File: config.mk
export PLATFORM = sky130hd
export DESIGN_NAME = scfg_core
export DESIGN_NICKNAME = d
export VERILOG_FILES = /design/src/core/scfg_pkg.sv /design/src/core/scfg_core.sv
export SDC_FILE = /design/constraint.sdc
export NUM_CORES = 2
export LEC_CHECK = 0
export BUFFER_PORTS_ARGS = -buffer_cell sky130_fd_sc_hd__buf_2
export CAP_MARGIN = 20
export CORE_MARGIN = 10
export CORE_UTILIZATION = 35
export DETAILED_ROUTE_END_ITERATION = 10
export GPL_ROUTABILITY_DRIVEN = 0
export SLEW_MARGIN = 0
export SYNTH_ARGS = -nofsm -noshare
export SYNTH_HDL_FRONTEND = slang
export SYNTH_SLANG_ARGS = --single-unit
File: constraint.sdc
create_clock -name mclk -period 7.59 [get_ports mclk]
set_input_delay 0.759 -clock mclk [delete_from_list [all_inputs] [get_ports mclk]]
set_output_delay 0.759 -clock mclk [all_outputs]
set_load 0.01 [all_outputs]
File: src/core/scfg_pkg.sv
/*
  Constants and types for the strap latch and two-wire configuration block.
  Assumes a 100 MHz system clock and an open-drain two-wire bus with pull-ups.
*/
// Notes on behaviour
// - capture strap levels at reset release
// - fixed-port strap sets fixed ports, indicator polarity
// - local power takes fixed ports from register
// - high charge strap enables port charging
// - port disabled only when both straps high
// - standard mode 100 kbit/s, 7-bit addresses
// - as memory host, device makes clock, start, stop
// - base protocol only, no extensions
// - host side serves one configuration memory
// - first byte after address sets pointer
// - write data stored, acknowledged, pointer incremented
// - stop condition ends sequential write
// - read returns pointer byte, then increments
// - select straps and data line choose method
package scfg_pkg;
  localparam int unsigned CLK_NS    = 10;
  localparam int unsigned BUS_KBPS  = 100;
  localparam int unsigned QTR_NS    = 1000000 / BUS_KBPS / 4;
  localparam int unsigned QTR_CYC   = QTR_NS / CLK_NS;
  localparam logic [8:0]  QTR_CNT   = 9'(QTR_CYC - 1);
  localparam logic [1:0]  LATCH_DLY = 2'h3;
  // bus addresses: arbitrary defaults
  localparam logic [6:0]  DEV_ADDR  = 7'h2d;
  localparam logic [6:0]  MEM_ADDR  = 7'h50;
  localparam logic [7:0]  LOAD_LEN  = 8'h10;
  localparam logic [7:0]  REG_FIXED_PORT = 8'h00;
  localparam int unsigned REG_DEPTH = 256;
  localparam int unsigned FIFO_W    = 16;
  localparam int unsigned FIFO_D    = 16;
  localparam int unsigned FIX_LSB   = 0;
  localparam int unsigned CHG_LSB   = 2;
  localparam int unsigned MIN_LSB   = 6;
  localparam int unsigned PLS_LSB   = 10;
  localparam int unsigned SEL_LSB   = 14;
  localparam int unsigned STRAP_W   = 16;

  typedef enum logic [2:0] {SCFG_SELF, SCFG_BUS, SCFG_MEM, SCFG_HOSTWAIT, SCFG_INVALID} scfg_mode_t;
  typedef enum logic [2:0] {T_IDLE, T_ADDR, T_REG, T_WR, T_RD, T_SKIP} scfg_tst_t;
  typedef enum logic [2:0] {H_IDLE, H_START, H_BYTE, H_STOP, H_DONE} scfg_hst_t;
endpackage

File: src/core/scfg_core.sv
/*
  Strap latch, two-wire register target, configuration memory loader,
  write FIFO and register file.
  Assumes pins arrive asynchronous to mclk and a testbench resolves the
  open-drain wires from the drive enables.
*/
`timescale 1ns/1ps

module scfg_fifo #(
  parameter int unsigned W = 16,
  parameter int unsigned D = 16
) (
  input  wire logic         mclk,
  input  wire logic         rstn,
  input  wire logic         in_valid,
  output logic              in_ready,
  input  wire logic [W-1:0] in_data,
  output logic              out_valid,
  input  wire logic         out_ready,
  output logic [W-1:0]      out_data
);
  localparam int unsigned AW = $clog2(D);
  typedef struct packed {
    logic [AW-1:0] wp;
    logic [AW-1:0] rp;
    logic [AW:0]   cnt;
  } scfg_fifo_st_t;
  scfg_fifo_st_t q, d;
  logic [W-1:0]  mem [D];
  logic          wr;
  logic          rd;

  assign in_ready  = q.cnt != (AW+1)'(D);
  assign out_valid = q.cnt != '0;
  assign out_data  = mem[q.rp];
  assign wr        = in_valid && in_ready;
  assign rd        = out_valid && out_ready;

  always_comb begin
    d = q;
    if (wr) d.wp = q.wp + AW'(1);
    if (rd) d.rp = q.rp + AW'(1);
    d.cnt = q.cnt + (AW+1)'(wr) - (AW+1)'(rd);
  end

  always_ff @(posedge mclk or negedge rstn) begin
    if (!rstn) q <= '0;
    else q <= d;
  end

  always_ff @(posedge mclk) begin
    if (wr) mem[q.wp] <= in_data;
  end
endmodule

////////////////////////////////////////////////////////////////////////////////

module scfg_core (
  input  wire logic        mclk,
  input  wire logic        rstn,
  input  wire logic [1:0]  fixed_port_strap,
  input  wire logic [3:0]  port_charge_enable_strap,
  input  wire logic [3:0]  port_minus_line_disable_strap,
  input  wire logic [3:0]  port_plus_line_disable_strap,
  input  wire logic [1:0]  cfg_sel_strap,
  output logic [15:0]      strap_drive,
  output logic             strap_drive_en,
  input  wire logic        local_power_detect,
  input  wire logic        suspend_request,
  input  wire logic        reg_hold,
  input  wire logic        scl_in,
  output logic             scl_out,
  output logic             scl_drive_en,
  input  wire logic        sda_in,
  output logic             sda_out,
  output logic             sda_drive_en,
  output logic [2:0]       fixed_port_mask,
  output logic             suspend_indicator,
  output logic [3:0]       port_charge_enable,
  output logic [3:0]       port_disable,
  output scfg_pkg::scfg_mode_t cfg_mode,
  output logic             straps_latched,
  output logic             config_loaded
);
  typedef struct packed {
    logic [15:0]           strap_s1;
    logic [15:0]           strap_s2;
    logic [2:0]            pin_s1;
    logic [2:0]            pin_s2;
    logic                  scl_h;
    logic                  sda_h;
    logic [1:0]            dly;
    logic                  latched;
    logic [15:0]           cap;
    logic                  sda_cap;
    scfg_pkg::scfg_mode_t  mode;
    logic [2:0]            fixed;
    logic                  susp;
    logic [3:0]            chg;
    logic [3:0]            dis;
    logic [15:0]           sdrv;
    scfg_pkg::scfg_tst_t   tst;
    logic                  ackph;
    logic [3:0]            bitcnt;
    logic [7:0]            sh;
    logic [7:0]            tx;
    logic [7:0]            ptr;
    logic                  rd_ld;
    logic                  t_oe;
    scfg_pkg::scfg_hst_t   hst;
    logic [1:0]            hq;
    logic [8:0]            hdiv;
    logic [3:0]            hbit;
    logic [7:0]            hbyte;
    logic [7:0]            hsh;
    logic [7:0]            hptr;
    logic                  h_sda;
    logic                  h_scl;
    logic                  sda_oe;
    logic                  scl_oe;
    logic                  pin_lo;
    logic                  done;
    logic                  push_v;
    logic [7:0]            push_a;
    logic [7:0]            push_b;
  } scfg_st_t;

  scfg_st_t     q, d;
  logic [7:0]   regs [scfg_pkg::REG_DEPTH];
  logic         fifo_rdy;
  logic         f_valid;
  logic [15:0]  f_data;
  logic         scl, sda, lp;
  logic         t_rise, t_fall, t_start, t_stop;
  logic         h_busy, t_en, h_tick;
  logic [7:0]   rd_byte;
  logic [2:0]   reg_nonrem;

  function automatic logic [2:0] fixed_f(input logic [1:0] s);
    unique case (s)
      2'h0: fixed_f = 3'h0;
      2'h1: fixed_f = 3'h1;
      2'h2: fixed_f = 3'h3;
      2'h3: fixed_f = 3'h7;
    endcase
  endfunction

  function automatic scfg_pkg::scfg_mode_t mode_f(input logic [1:0] s, input logic dl);
    unique case (s)
      2'h0: mode_f = scfg_pkg::SCFG_SELF;
      2'h2: mode_f = scfg_pkg::SCFG_BUS;
      2'h3: mode_f = dl ? scfg_pkg::SCFG_MEM : scfg_pkg::SCFG_INVALID;
      2'h1: mode_f = dl ? scfg_pkg::SCFG_HOSTWAIT : scfg_pkg::SCFG_INVALID;
    endcase
  endfunction

  scfg_fifo #(.W(scfg_pkg::FIFO_W), .D(scfg_pkg::FIFO_D)) u_scfg_fifo (
    .mclk      (mclk),
    .rstn      (rstn),
    .in_valid  (q.push_v),
    .in_ready  (fifo_rdy),
    .in_data   ({q.push_a, q.push_b}),
    .out_valid (f_valid),
    .out_ready (!reg_hold),
    .out_data  (f_data)
  );

  // reg_hold stalls the drain so writes queue and the bus sees NACKs when full
  always_ff @(posedge mclk) begin
    if (f_valid && !reg_hold) regs[f_data[15:8]] <= f_data[7:0];
  end

  assign scl        = q.pin_s2[1];
  assign sda        = q.pin_s2[0];
  assign lp         = q.pin_s2[2];
  assign t_rise     = scl && !q.scl_h;
  assign t_fall     = !scl && q.scl_h;
  assign t_start    = scl && q.scl_h && q.sda_h && !sda;
  assign t_stop     = scl && q.scl_h && !q.sda_h && sda;
  assign h_busy     = q.hst inside {scfg_pkg::H_START, scfg_pkg::H_BYTE, scfg_pkg::H_STOP};
  assign t_en       = q.latched && !h_busy;
  assign h_tick     = q.hdiv == scfg_pkg::QTR_CNT;
  assign rd_byte    = regs[q.ptr];
  assign reg_nonrem = regs[scfg_pkg::REG_FIXED_PORT][2:0];

  ////////////////////////////////////////////////////////////////////////////////
  always_comb begin
    d          = q;
    d.strap_s1 = {cfg_sel_strap, port_plus_line_disable_strap, port_minus_line_disable_strap,
                  port_charge_enable_strap, fixed_port_strap};
    d.strap_s2 = q.strap_s1;
    d.pin_s1   = {local_power_detect, scl_in, sda_in};
    d.pin_s2   = q.pin_s1;
    d.scl_h    = scl;
    d.sda_h    = sda;
    d.rd_ld    = 1'b0;
    d.pin_lo   = 1'b0;
    if (q.push_v && fifo_rdy) d.push_v = 1'b0;

    // one capture only; sync chain refills after release before the sample
    if (!q.latched) begin
      if (q.dly == scfg_pkg::LATCH_DLY) begin
        d.latched = 1'b1;
        d.cap     = q.strap_s2;
        d.sda_cap = sda;
      end else begin
        d.dly = q.dly + 2'h1;
      end
    end else begin
      d.mode  = mode_f(q.cap[scfg_pkg::SEL_LSB +: 2], q.sda_cap);
      d.fixed = lp ? reg_nonrem : fixed_f(q.cap[scfg_pkg::FIX_LSB +: 2]);
      d.susp  = suspend_request ^ q.cap[scfg_pkg::FIX_LSB];
      d.chg   = q.cap[scfg_pkg::CHG_LSB +: 4];
      d.dis   = q.cap[scfg_pkg::MIN_LSB +: 4] & q.cap[scfg_pkg::PLS_LSB +: 4];
      d.sdrv  = q.cap;
      d.sdrv[scfg_pkg::FIX_LSB] = d.susp;
    end

    // target side: 7-bit address, pointer byte, auto-increment
    if (!t_en || t_stop) begin
      d.tst   = scfg_pkg::T_IDLE;
      d.t_oe  = 1'b0;
      d.ackph = 1'b0;
    end else if (t_start) begin
      d.tst    = scfg_pkg::T_ADDR;
      d.bitcnt = 4'h0;
      d.ackph  = 1'b0;
      d.t_oe   = 1'b0;
    end else if (t_rise && q.tst != scfg_pkg::T_IDLE) begin
      if (q.ackph) begin
        if (q.tst == scfg_pkg::T_RD && sda) d.tst = scfg_pkg::T_SKIP;
      end else begin
        if (q.tst != scfg_pkg::T_RD) d.sh = {q.sh[6:0], sda};
        d.bitcnt = q.bitcnt + 4'h1;
      end
    end else if (t_fall && q.tst != scfg_pkg::T_IDLE && q.tst != scfg_pkg::T_SKIP) begin
      if (q.ackph) begin
        d.ackph = 1'b0;
        d.t_oe  = 1'b0;
        if (q.tst == scfg_pkg::T_RD) begin
          d.tx    = {rd_byte[6:0], 1'b0};
          d.t_oe  = !rd_byte[7];
          d.ptr   = q.ptr + 8'h1;
          d.rd_ld = 1'b1;
        end
      end else if (q.bitcnt == 4'h8) begin
        d.ackph  = 1'b1;
        d.bitcnt = 4'h0;
        d.t_oe   = 1'b0;
        unique case (q.tst)
          scfg_pkg::T_ADDR: begin
            if (q.sh[7:1] == scfg_pkg::DEV_ADDR) begin
              d.t_oe = 1'b1;
              d.tst  = q.sh[0] ? scfg_pkg::T_RD : scfg_pkg::T_REG;
            end else begin
              d.tst = scfg_pkg::T_SKIP;
            end
          end
          scfg_pkg::T_REG: begin
            d.ptr  = q.sh;
            d.t_oe = 1'b1;
            d.tst  = scfg_pkg::T_WR;
          end
          scfg_pkg::T_WR: begin
            // a full queue answers NACK: the write is dropped, not stalled
            if (!q.push_v && fifo_rdy) begin
              d.push_v = 1'b1;
              d.push_a = q.ptr;
              d.push_b = q.sh;
              d.ptr    = q.ptr + 8'h1;
              d.t_oe   = 1'b1;
            end
          end
          default: ;
        endcase
      end else if (q.tst == scfg_pkg::T_RD) begin
        d.t_oe = !q.tx[7];
        d.tx   = {q.tx[6:0], 1'b0};
      end
    end

    // host side: one memory read burst into the register file
    d.hdiv = (h_busy && !h_tick) ? q.hdiv + 9'h1 : 9'h0;
    unique case (q.hst)
      scfg_pkg::H_IDLE: begin
        if (q.latched && q.mode == scfg_pkg::SCFG_MEM) d.hst = scfg_pkg::H_START;
      end
      scfg_pkg::H_START: begin
        if (h_tick) begin
          d.hq = q.hq + 2'h1;
          unique case (q.hq)
            2'h0: d.h_sda = 1'b0;
            2'h1: d.h_sda = 1'b1;
            2'h2: d.h_scl = 1'b1;
            2'h3: begin
              d.hst   = scfg_pkg::H_BYTE;
              d.hbit  = 4'h0;
              d.hbyte = 8'h0;
              d.hsh   = {scfg_pkg::MEM_ADDR, 1'b1};
            end
          endcase
        end
      end
      scfg_pkg::H_BYTE: begin
        if (h_tick) begin
          d.hq = q.hq + 2'h1;
          unique case (q.hq)
            2'h0: begin
              d.h_scl = 1'b1;
              if (q.hbit != 4'h8) d.h_sda = (q.hbyte == 8'h0) && !q.hsh[7];
              else d.h_sda = (q.hbyte != 8'h0) && (q.hbyte != scfg_pkg::LOAD_LEN);
            end
            2'h1: d.h_scl = 1'b0;
            2'h2: begin
              if (q.hbit != 4'h8) d.hsh = {q.hsh[6:0], sda};
              else if (q.hbyte == 8'h0 && sda) d.hbyte = scfg_pkg::LOAD_LEN;
            end
            2'h3: begin
              d.h_scl = 1'b1;
              if (q.hbit == 4'h7 && q.hbyte != 8'h0) begin
                // back-pressure: hold SCL low until the queue takes the byte
                if (q.push_v || !fifo_rdy) begin
                  d.hq   = q.hq;
                  d.hdiv = q.hdiv;
                end else begin
                  d.push_v = 1'b1;
                  d.push_a = q.hptr;
                  d.push_b = q.hsh;
                  d.hptr   = q.hptr + 8'h1;
                end
              end
              if (d.hq != q.hq) begin
                if (q.hbit != 4'h8) begin
                  d.hbit = q.hbit + 4'h1;
                end else begin
                  d.hbit = 4'h0;
                  if (q.hbyte == scfg_pkg::LOAD_LEN) d.hst = scfg_pkg::H_STOP;
                  else d.hbyte = q.hbyte + 8'h1;
                end
              end
            end
          endcase
        end
      end
      scfg_pkg::H_STOP: begin
        if (h_tick) begin
          d.hq = q.hq + 2'h1;
          unique case (q.hq)
            2'h0: d.h_sda = 1'b1;
            2'h1: d.h_scl = 1'b0;
            2'h2: d.h_sda = 1'b0;
            2'h3: begin
              d.hst  = scfg_pkg::H_DONE;
              d.done = 1'b1;
            end
          endcase
        end
      end
      scfg_pkg::H_DONE: ;
    endcase

    d.scl_oe = (d.hst inside {scfg_pkg::H_START, scfg_pkg::H_BYTE, scfg_pkg::H_STOP}) && d.h_scl;
    d.sda_oe = (d.hst inside {scfg_pkg::H_START, scfg_pkg::H_BYTE, scfg_pkg::H_STOP}) ? d.h_sda
                                                                                       : d.t_oe;
  end

  always_ff @(posedge mclk or negedge rstn) begin
    if (!rstn) begin
      q      <= '0;
      q.mode <= scfg_pkg::SCFG_SELF;
      q.tst  <= scfg_pkg::T_IDLE;
      q.hst  <= scfg_pkg::H_IDLE;
    end else begin
      q <= d;
    end
  end

  assign strap_drive        = q.sdrv;
  assign strap_drive_en     = q.latched;
  assign scl_out            = q.pin_lo;
  assign scl_drive_en       = q.scl_oe;
  assign sda_out            = q.pin_lo;
  assign sda_drive_en       = q.sda_oe;
  assign fixed_port_mask    = q.fixed;
  assign suspend_indicator  = q.susp;
  assign port_charge_enable = q.chg;
  assign port_disable       = q.dis;
  assign cfg_mode           = q.mode;
  assign straps_latched     = q.latched;
  assign config_loaded      = q.done;
endmodule

# After elaboration in Yosys (flattened, before gate mapping)
# Memory sizes are Yosys's and may differ from the RTL's.
# Index checks and enable logic that the tools add are counted.
# totals
regBits	201
ram_bits	2304
in_bits	23
output_inout_bits	38
word_cells	295
mem_count	2
# classes
addsub	12
eq_ne	58
muxes	104
n_bitwise	9
n_reduce_logical	69
# mem_list
name	depth	width	read_ports	rd_clocked_by_memory_dff	write_ports	line	text
regs	256	8	2	0	1	scfg_core.sv:129	logic [7:0] regs [scfg_pkg::REG_DEPTH];
u_scfg_fifo.mem	16	16	1	0	1	scfg_core.sv:29	logic [W-1:0] mem [D];
# op_table
cell	count
$mux W17	13
$mux W8	17
$mux W18	4
$mux W11	5
$mux W3	15
$mux W44	1
$mux W20	2
$pmux W20 S2	1
$pmux W3 S4	3
$ne A3 B3 Y1 const B	11
$pmux W8 S2	2
$add A8 B1 Y8 const B	3
$mux W12	2
$reduce_and A6 Y1	4
$logic_and A1 B1 Y1	22
$eq A3 B2 Y1 const B	7
$mux W1	21
$reduce_bool A3 Y1	7
$mux W9	2
$add A4 B1 Y4 const B	4
$mux W16	1
$mux W4	4
$reduce_and A5 Y1	3
$eq A2 B2 Y1 const B	7
47 further kinds	91

# Logic depth before layout (Yosys ltp)
# depth
depth_word	17
depth_mapped	14
ltp_nobuf	13

# Cells and area by module
# A second synthesis with hierarchy kept.
# unflattened
hier_cells	5137
area_unflattened_um2	98710.9
# by_module_without_submodules
module	n_inst	cells_each	area_each_um2	seq_area_each_um2
scfg_core	1	4586	88083.2	66053.4
scfg_fifo	1	551	10627.7	8012.7

# Least setup slack after synthesis
# Ideal clock, no wire load.
# synth_path
path_kind	register to register
startpoint	reg u_scfg_fifo.q[5] (netlist bit)
endpoint	mem regs[0][4] (data pin)
setup_ns	0.552
arrival_time_ns	3.711
required_ns	7.038
path_slack_ns	3.328
stages_incl_launch_ff	6
path_buffers	3
period_less_slack_ns	4.262
cell_sequence	dfrtp_1 buf_2 buf_2 buf_1 mux4_2 mux4_2
# synth_between
elab_chain_len	1
# synth_rtl
item	line	text
from (decl)	scfg_core.sv:28	scfg_fifo_st_t q, d;
from (signal assigned)	scfg_core.sv:47	if (!rstn) q <= '0;
from (signal assigned)	scfg_core.sv:48	else q <= d;
$mem_v2 Z16 W16	n/a	
via f_data[4]	scfg_core.sv:132	logic [15:0] f_data;
to (decl)	scfg_core.sv:129	
# The timed path passes the listed nets, and every way through them passes these cells.

# Final worst setup path
# layout_path
startpoint	reg u_scfg_fifo.q[5] (netlist bit)
endpoint	mem regs[228][6], enable pin
# layout_between
elab_chain_len	1
# layout_rtl
item
$mem_v2 Z16 W16
# Every way passes these cells.

==> summary.md <==
| Metric | Value |
|---|---|
| Largest stage delay, worst path | approximately 1.0 ns |
| Final antenna-violating net count | 0 |
| Critical path fanouts, max | 37 |
| Top Family by Delay on Critical Path | simple AND/OR/NAND/NOR gates |
| DR iter-0 viols | just over 6000 |
| Total global-route track usage | approximately 16% |
| Peak Freq | 197.5 MHz |
| Mapped Area | 97970 µm² |
| Register area | 74090 µm² |
| Post-synthesis sequential area ratio | 75.60% |
| Clock Tree Buf Depth | 3 |
| Hold_sp | suspend_request |
| Die Ht | 549.1 µm |
| Final setup viols | 0 |
| Startpoint types | register |
| Area growth, synth to finish | 13.14% |
| Primary FF master, synth | edfxtp_1 |
| Most used cell, CP | mux4_2 |
| Post-CTS Setup Bufs | 0 |
| Wire per inst | 28.63 µm |
| 1st-pass router iterations | 6 |
| Die area | 301500 µm² |
| Register bit total from synthesis | 2499 |
| Pin count of the biggest net entering global routing | 185 |
| Hold depth | 3 |
| Outcome | finished, final reports clean |
| # IOs | a little over 60 |
| Crit path buffers/inverters | 1 |
| GR Overflow Total | 0 |
| Post-CTS sizing | 0 |
| Tmin final | 5.062 ns |
| Max_slew headroom | 21.79% |
| CP Capture Type | register |
| Core area | about 280000 µm² |
| Worst Clk Skew | 0.07276 ns |
| Die X | 549.1 µm |
| Critical path type | register to register |
| R2R Setup Slk | 2.53 ns |
| Max-slew violation count | 0 |
| Clock insertion delay at the later pin of the skew report | ~0.88 ns |
| Ranking of synthesized cells by area | edfxtp_1 (71%), mux4_2 (15%), dfrtp_1 (5.0%), nor2_1 (1.3%), mux2i_1 (0.87%) |
| Initial core utilization | 35.13% |
| Critical path arrival | 5.55 ns |
| Most frequent cells after synthesis | edfxtp_1 (2304), mux4_2 (649), nor2_1 (348) |
| Yosys warnings | 0 |
| Num CTS Buffers | 241 |
| Placed cell area | between 100000 and 150000 µm² |
| H-tree levels | 4 |
| FFs w/ async S/R, synth | 7.803% |
| Reg-to-Reg End | regs[228][6] |
| Fillers | 24249 |
| Root buf cell | clkbuf_16 |
| Peak VDD IR | approximately 210 µV |
| Post-Syn Area per Cell | 20.66 µm² |
| EDFF count, synth | 2304 |
| Num rows | about 190 |
| Slowest CP cell | nand3_2 |
| Hold-fix buffers, CTS | 20 |
| Hold WC Path Type | input port to register |
| Post-synth cell types | 77 |
| Port bufs | 58 |
| Finished Cell Area | 110800 µm² |
| Setup TNS | 0 ns |
| Cell Pwr Density | around 250 nW/µm² |
| Multi-input logic area | 22270 µm² |
| Vias | 48243 |
| Max Cap Viol | 0 |
| Worst-path clk slew | 0.06 ns |
| Hold Path End | strap_drive[0] |
| RSZ-0062 raised after global routing | false |
| Hpwl dp | between 150000 and 200000 µm |
| FF-to-FF path depth | 6 |
| Detailed Route WL | 252000 µm |
| DR DRC count | 0 |
| Worst R2R Start | u_scfg_fifo.q[5] |
| Layout cells sized above 1 | between 20 and 25% |
| Leakage | approximately 39 nW |
| Critical path, cell by cell | buf_16 -> mux4_2 -> mux4_2 -> nor2b_1 -> nand3_2 -> nor2_1 |
| Crit share post-route | 66.70% |
| Fin. Hold Viols | 0 |
| Vias per inst | 5.482 |
| Req. time, crit path | 8.07 ns |
| Final nets | 4925 |
| Synth area leader | edfxtp_1 |
| Worst-Margin Slew | 1.168 ns |
| Initial antenna violation count | 11 |
| Synth top area share | 70.62% |
| CTS tree | yes |
| First-pass GRT wire length | 361700 µm |
| Vias in the first global route | approximately 48000 |
| Clock sink count | 2499 |
| Synth Instances | 4743 |
| Most common cell in the synthesized netlist | edfxtp_1 |
## layout make-up
type                            count  area share, %
Timing Repair Buffer              179          1.378
Antenna cell                        2       0.004515
Sequential cell                  2499          66.84
Multi-Input combinational cell   1903          20.09
Tap cell                         3724          4.204
Clock buffer                      298          5.718
Clock inverter                    148          1.597
Inverter                           48         0.1693
## per-layer routing
layer	routed length [µm]	vias to the layer above	track usage (%)
li1	-	19679	-
met1	103800	25712	23.13
met2	117000	2492	25.22
met3	23720	356	3.894
met4	7145	4	4.549
met5	311	-	0
## how the worst max path moves through the flow
stage / startpoint / endpoint / slack (ns) / cells after the start
2_1_floorplan: u_scfg_fifo.q[5] / regs[0][4] / 3.33 / 5
3_3_place_gp: u_scfg_fifo.q[5] / regs[103][4] / 2.25 / 5
3_5_place_dp: u_scfg_fifo.q[5] / regs[228][2] / 2.25 / 5
4_1_cts: u_scfg_fifo.q[5] / regs[228][6] / 2.21 / 5
5_1_grt: u_scfg_fifo.q[5] / regs[21][7] / 2.29 / 6
6_report: u_scfg_fifo.q[5] / regs[228][6] / 2.53 / 6
## registers in the layout (all words and copies together), names as in the netlist, 3 cells and up
| signal | cells |
|---|---|
| cfg_mode | 3 |
| d | 21 |
| fixed_port_mask | 3 |
| port_charge_enable | 3 |
| port_disable | 4 |
| q | 130 |
| regs | 2048 |
| strap_drive | 13 |
| u_scfg_fifo.mem | 256 |
| u_scfg_fifo.q | 13 |
## cell usage in the layout, fill, tap and decap left out, types with 13 or more instances in the layout
cell           Yosys  layout
nand3_1           49      40
and2_1            14      14
nor2b_1           23      20
nand2b_1          15      14
mux2i_1           85      85
edfxtp_1        2304    2304
buf_12             0      18
clkbuf_1         107      51
nor2_2             2      13
nor2_1           348     337
buf_2             74      57
o221ai_1          28      28
o21ai_0           86      86
clkbuf_16          0     244
a21oi_1           69      69
inv_1             46      45
mux2_2            51      51
clkinv_2           0      37
clkinv_1           1      46
bufinv_16          0      35
buf_4             63      80
ha_1              29      29
xnor2_1           20      20
dfrtp_1          195     187
mux4_2           649     641
o22ai_1           19      19
dlygate4sd3_1      0      20
a22oi_1           48      48
nand2_1          176     176
## per-stage QoR
| stage | setup WS [ns] | util (%) | std cells | hold slack (ns) | power (mW) |
|---|---|---|---|---|---|
| 2_1_floorplan | 3.328 | - | 4744 | 0.3312 | 15.75 |
| 3_3_place_gp | 2.248 | 36.74 | 8330 | 0.3327 | 15.93 |
| 4_1_cts | 2.213 | 39.73 | 8798 | 0.1076 | 28.11 |
| 6_report | 2.528 | 39.74 | 8801 | 0.1867 | 27.90 |
| 3_5_place_dp | 2.248 | 36.75 | 8332 | 0.3347 | 15.95 |
| 5_1_grt | 2.292 | 39.74 | 8799 | 0.1676 | 28.76 |
## kinds of logic (layout without fill, tap and decap cells)
group | after synthesis | after routing | synth area share, %
adder cells (fa/ha/maj) | 30 | 30 | 0.3908
other | 1 | 4 | 0.003828
buffers and inverters | 342 | 673 | 1.826
flip-flops | 2499 | 2499 | 75.60
AO/OA/AOI/OAI | 360 | 360 | 2.455
AND/OR/NAND/NOR | 696 | 696 | 3.084
XOR/XNOR | 30 | 30 | 0.2682
multiplexers | 785 | 785 | 16.37
## report_power, final
group	internal, mW	switching (mW)
Sequential	14.9	0.152
Combinational	0.306	0.324
Clock	7.11	5.12
## worst reg2reg max path: stages, from the launching register on
cell and delay, ns:
dfrtp_4 0.69, buf_16 0.33, mux4_2 0.54, mux4_2 0.58, nor2b_1 0.54, nand3_2 1.02
nor2_1 0.97
Power figures use the tool's default switching activity.
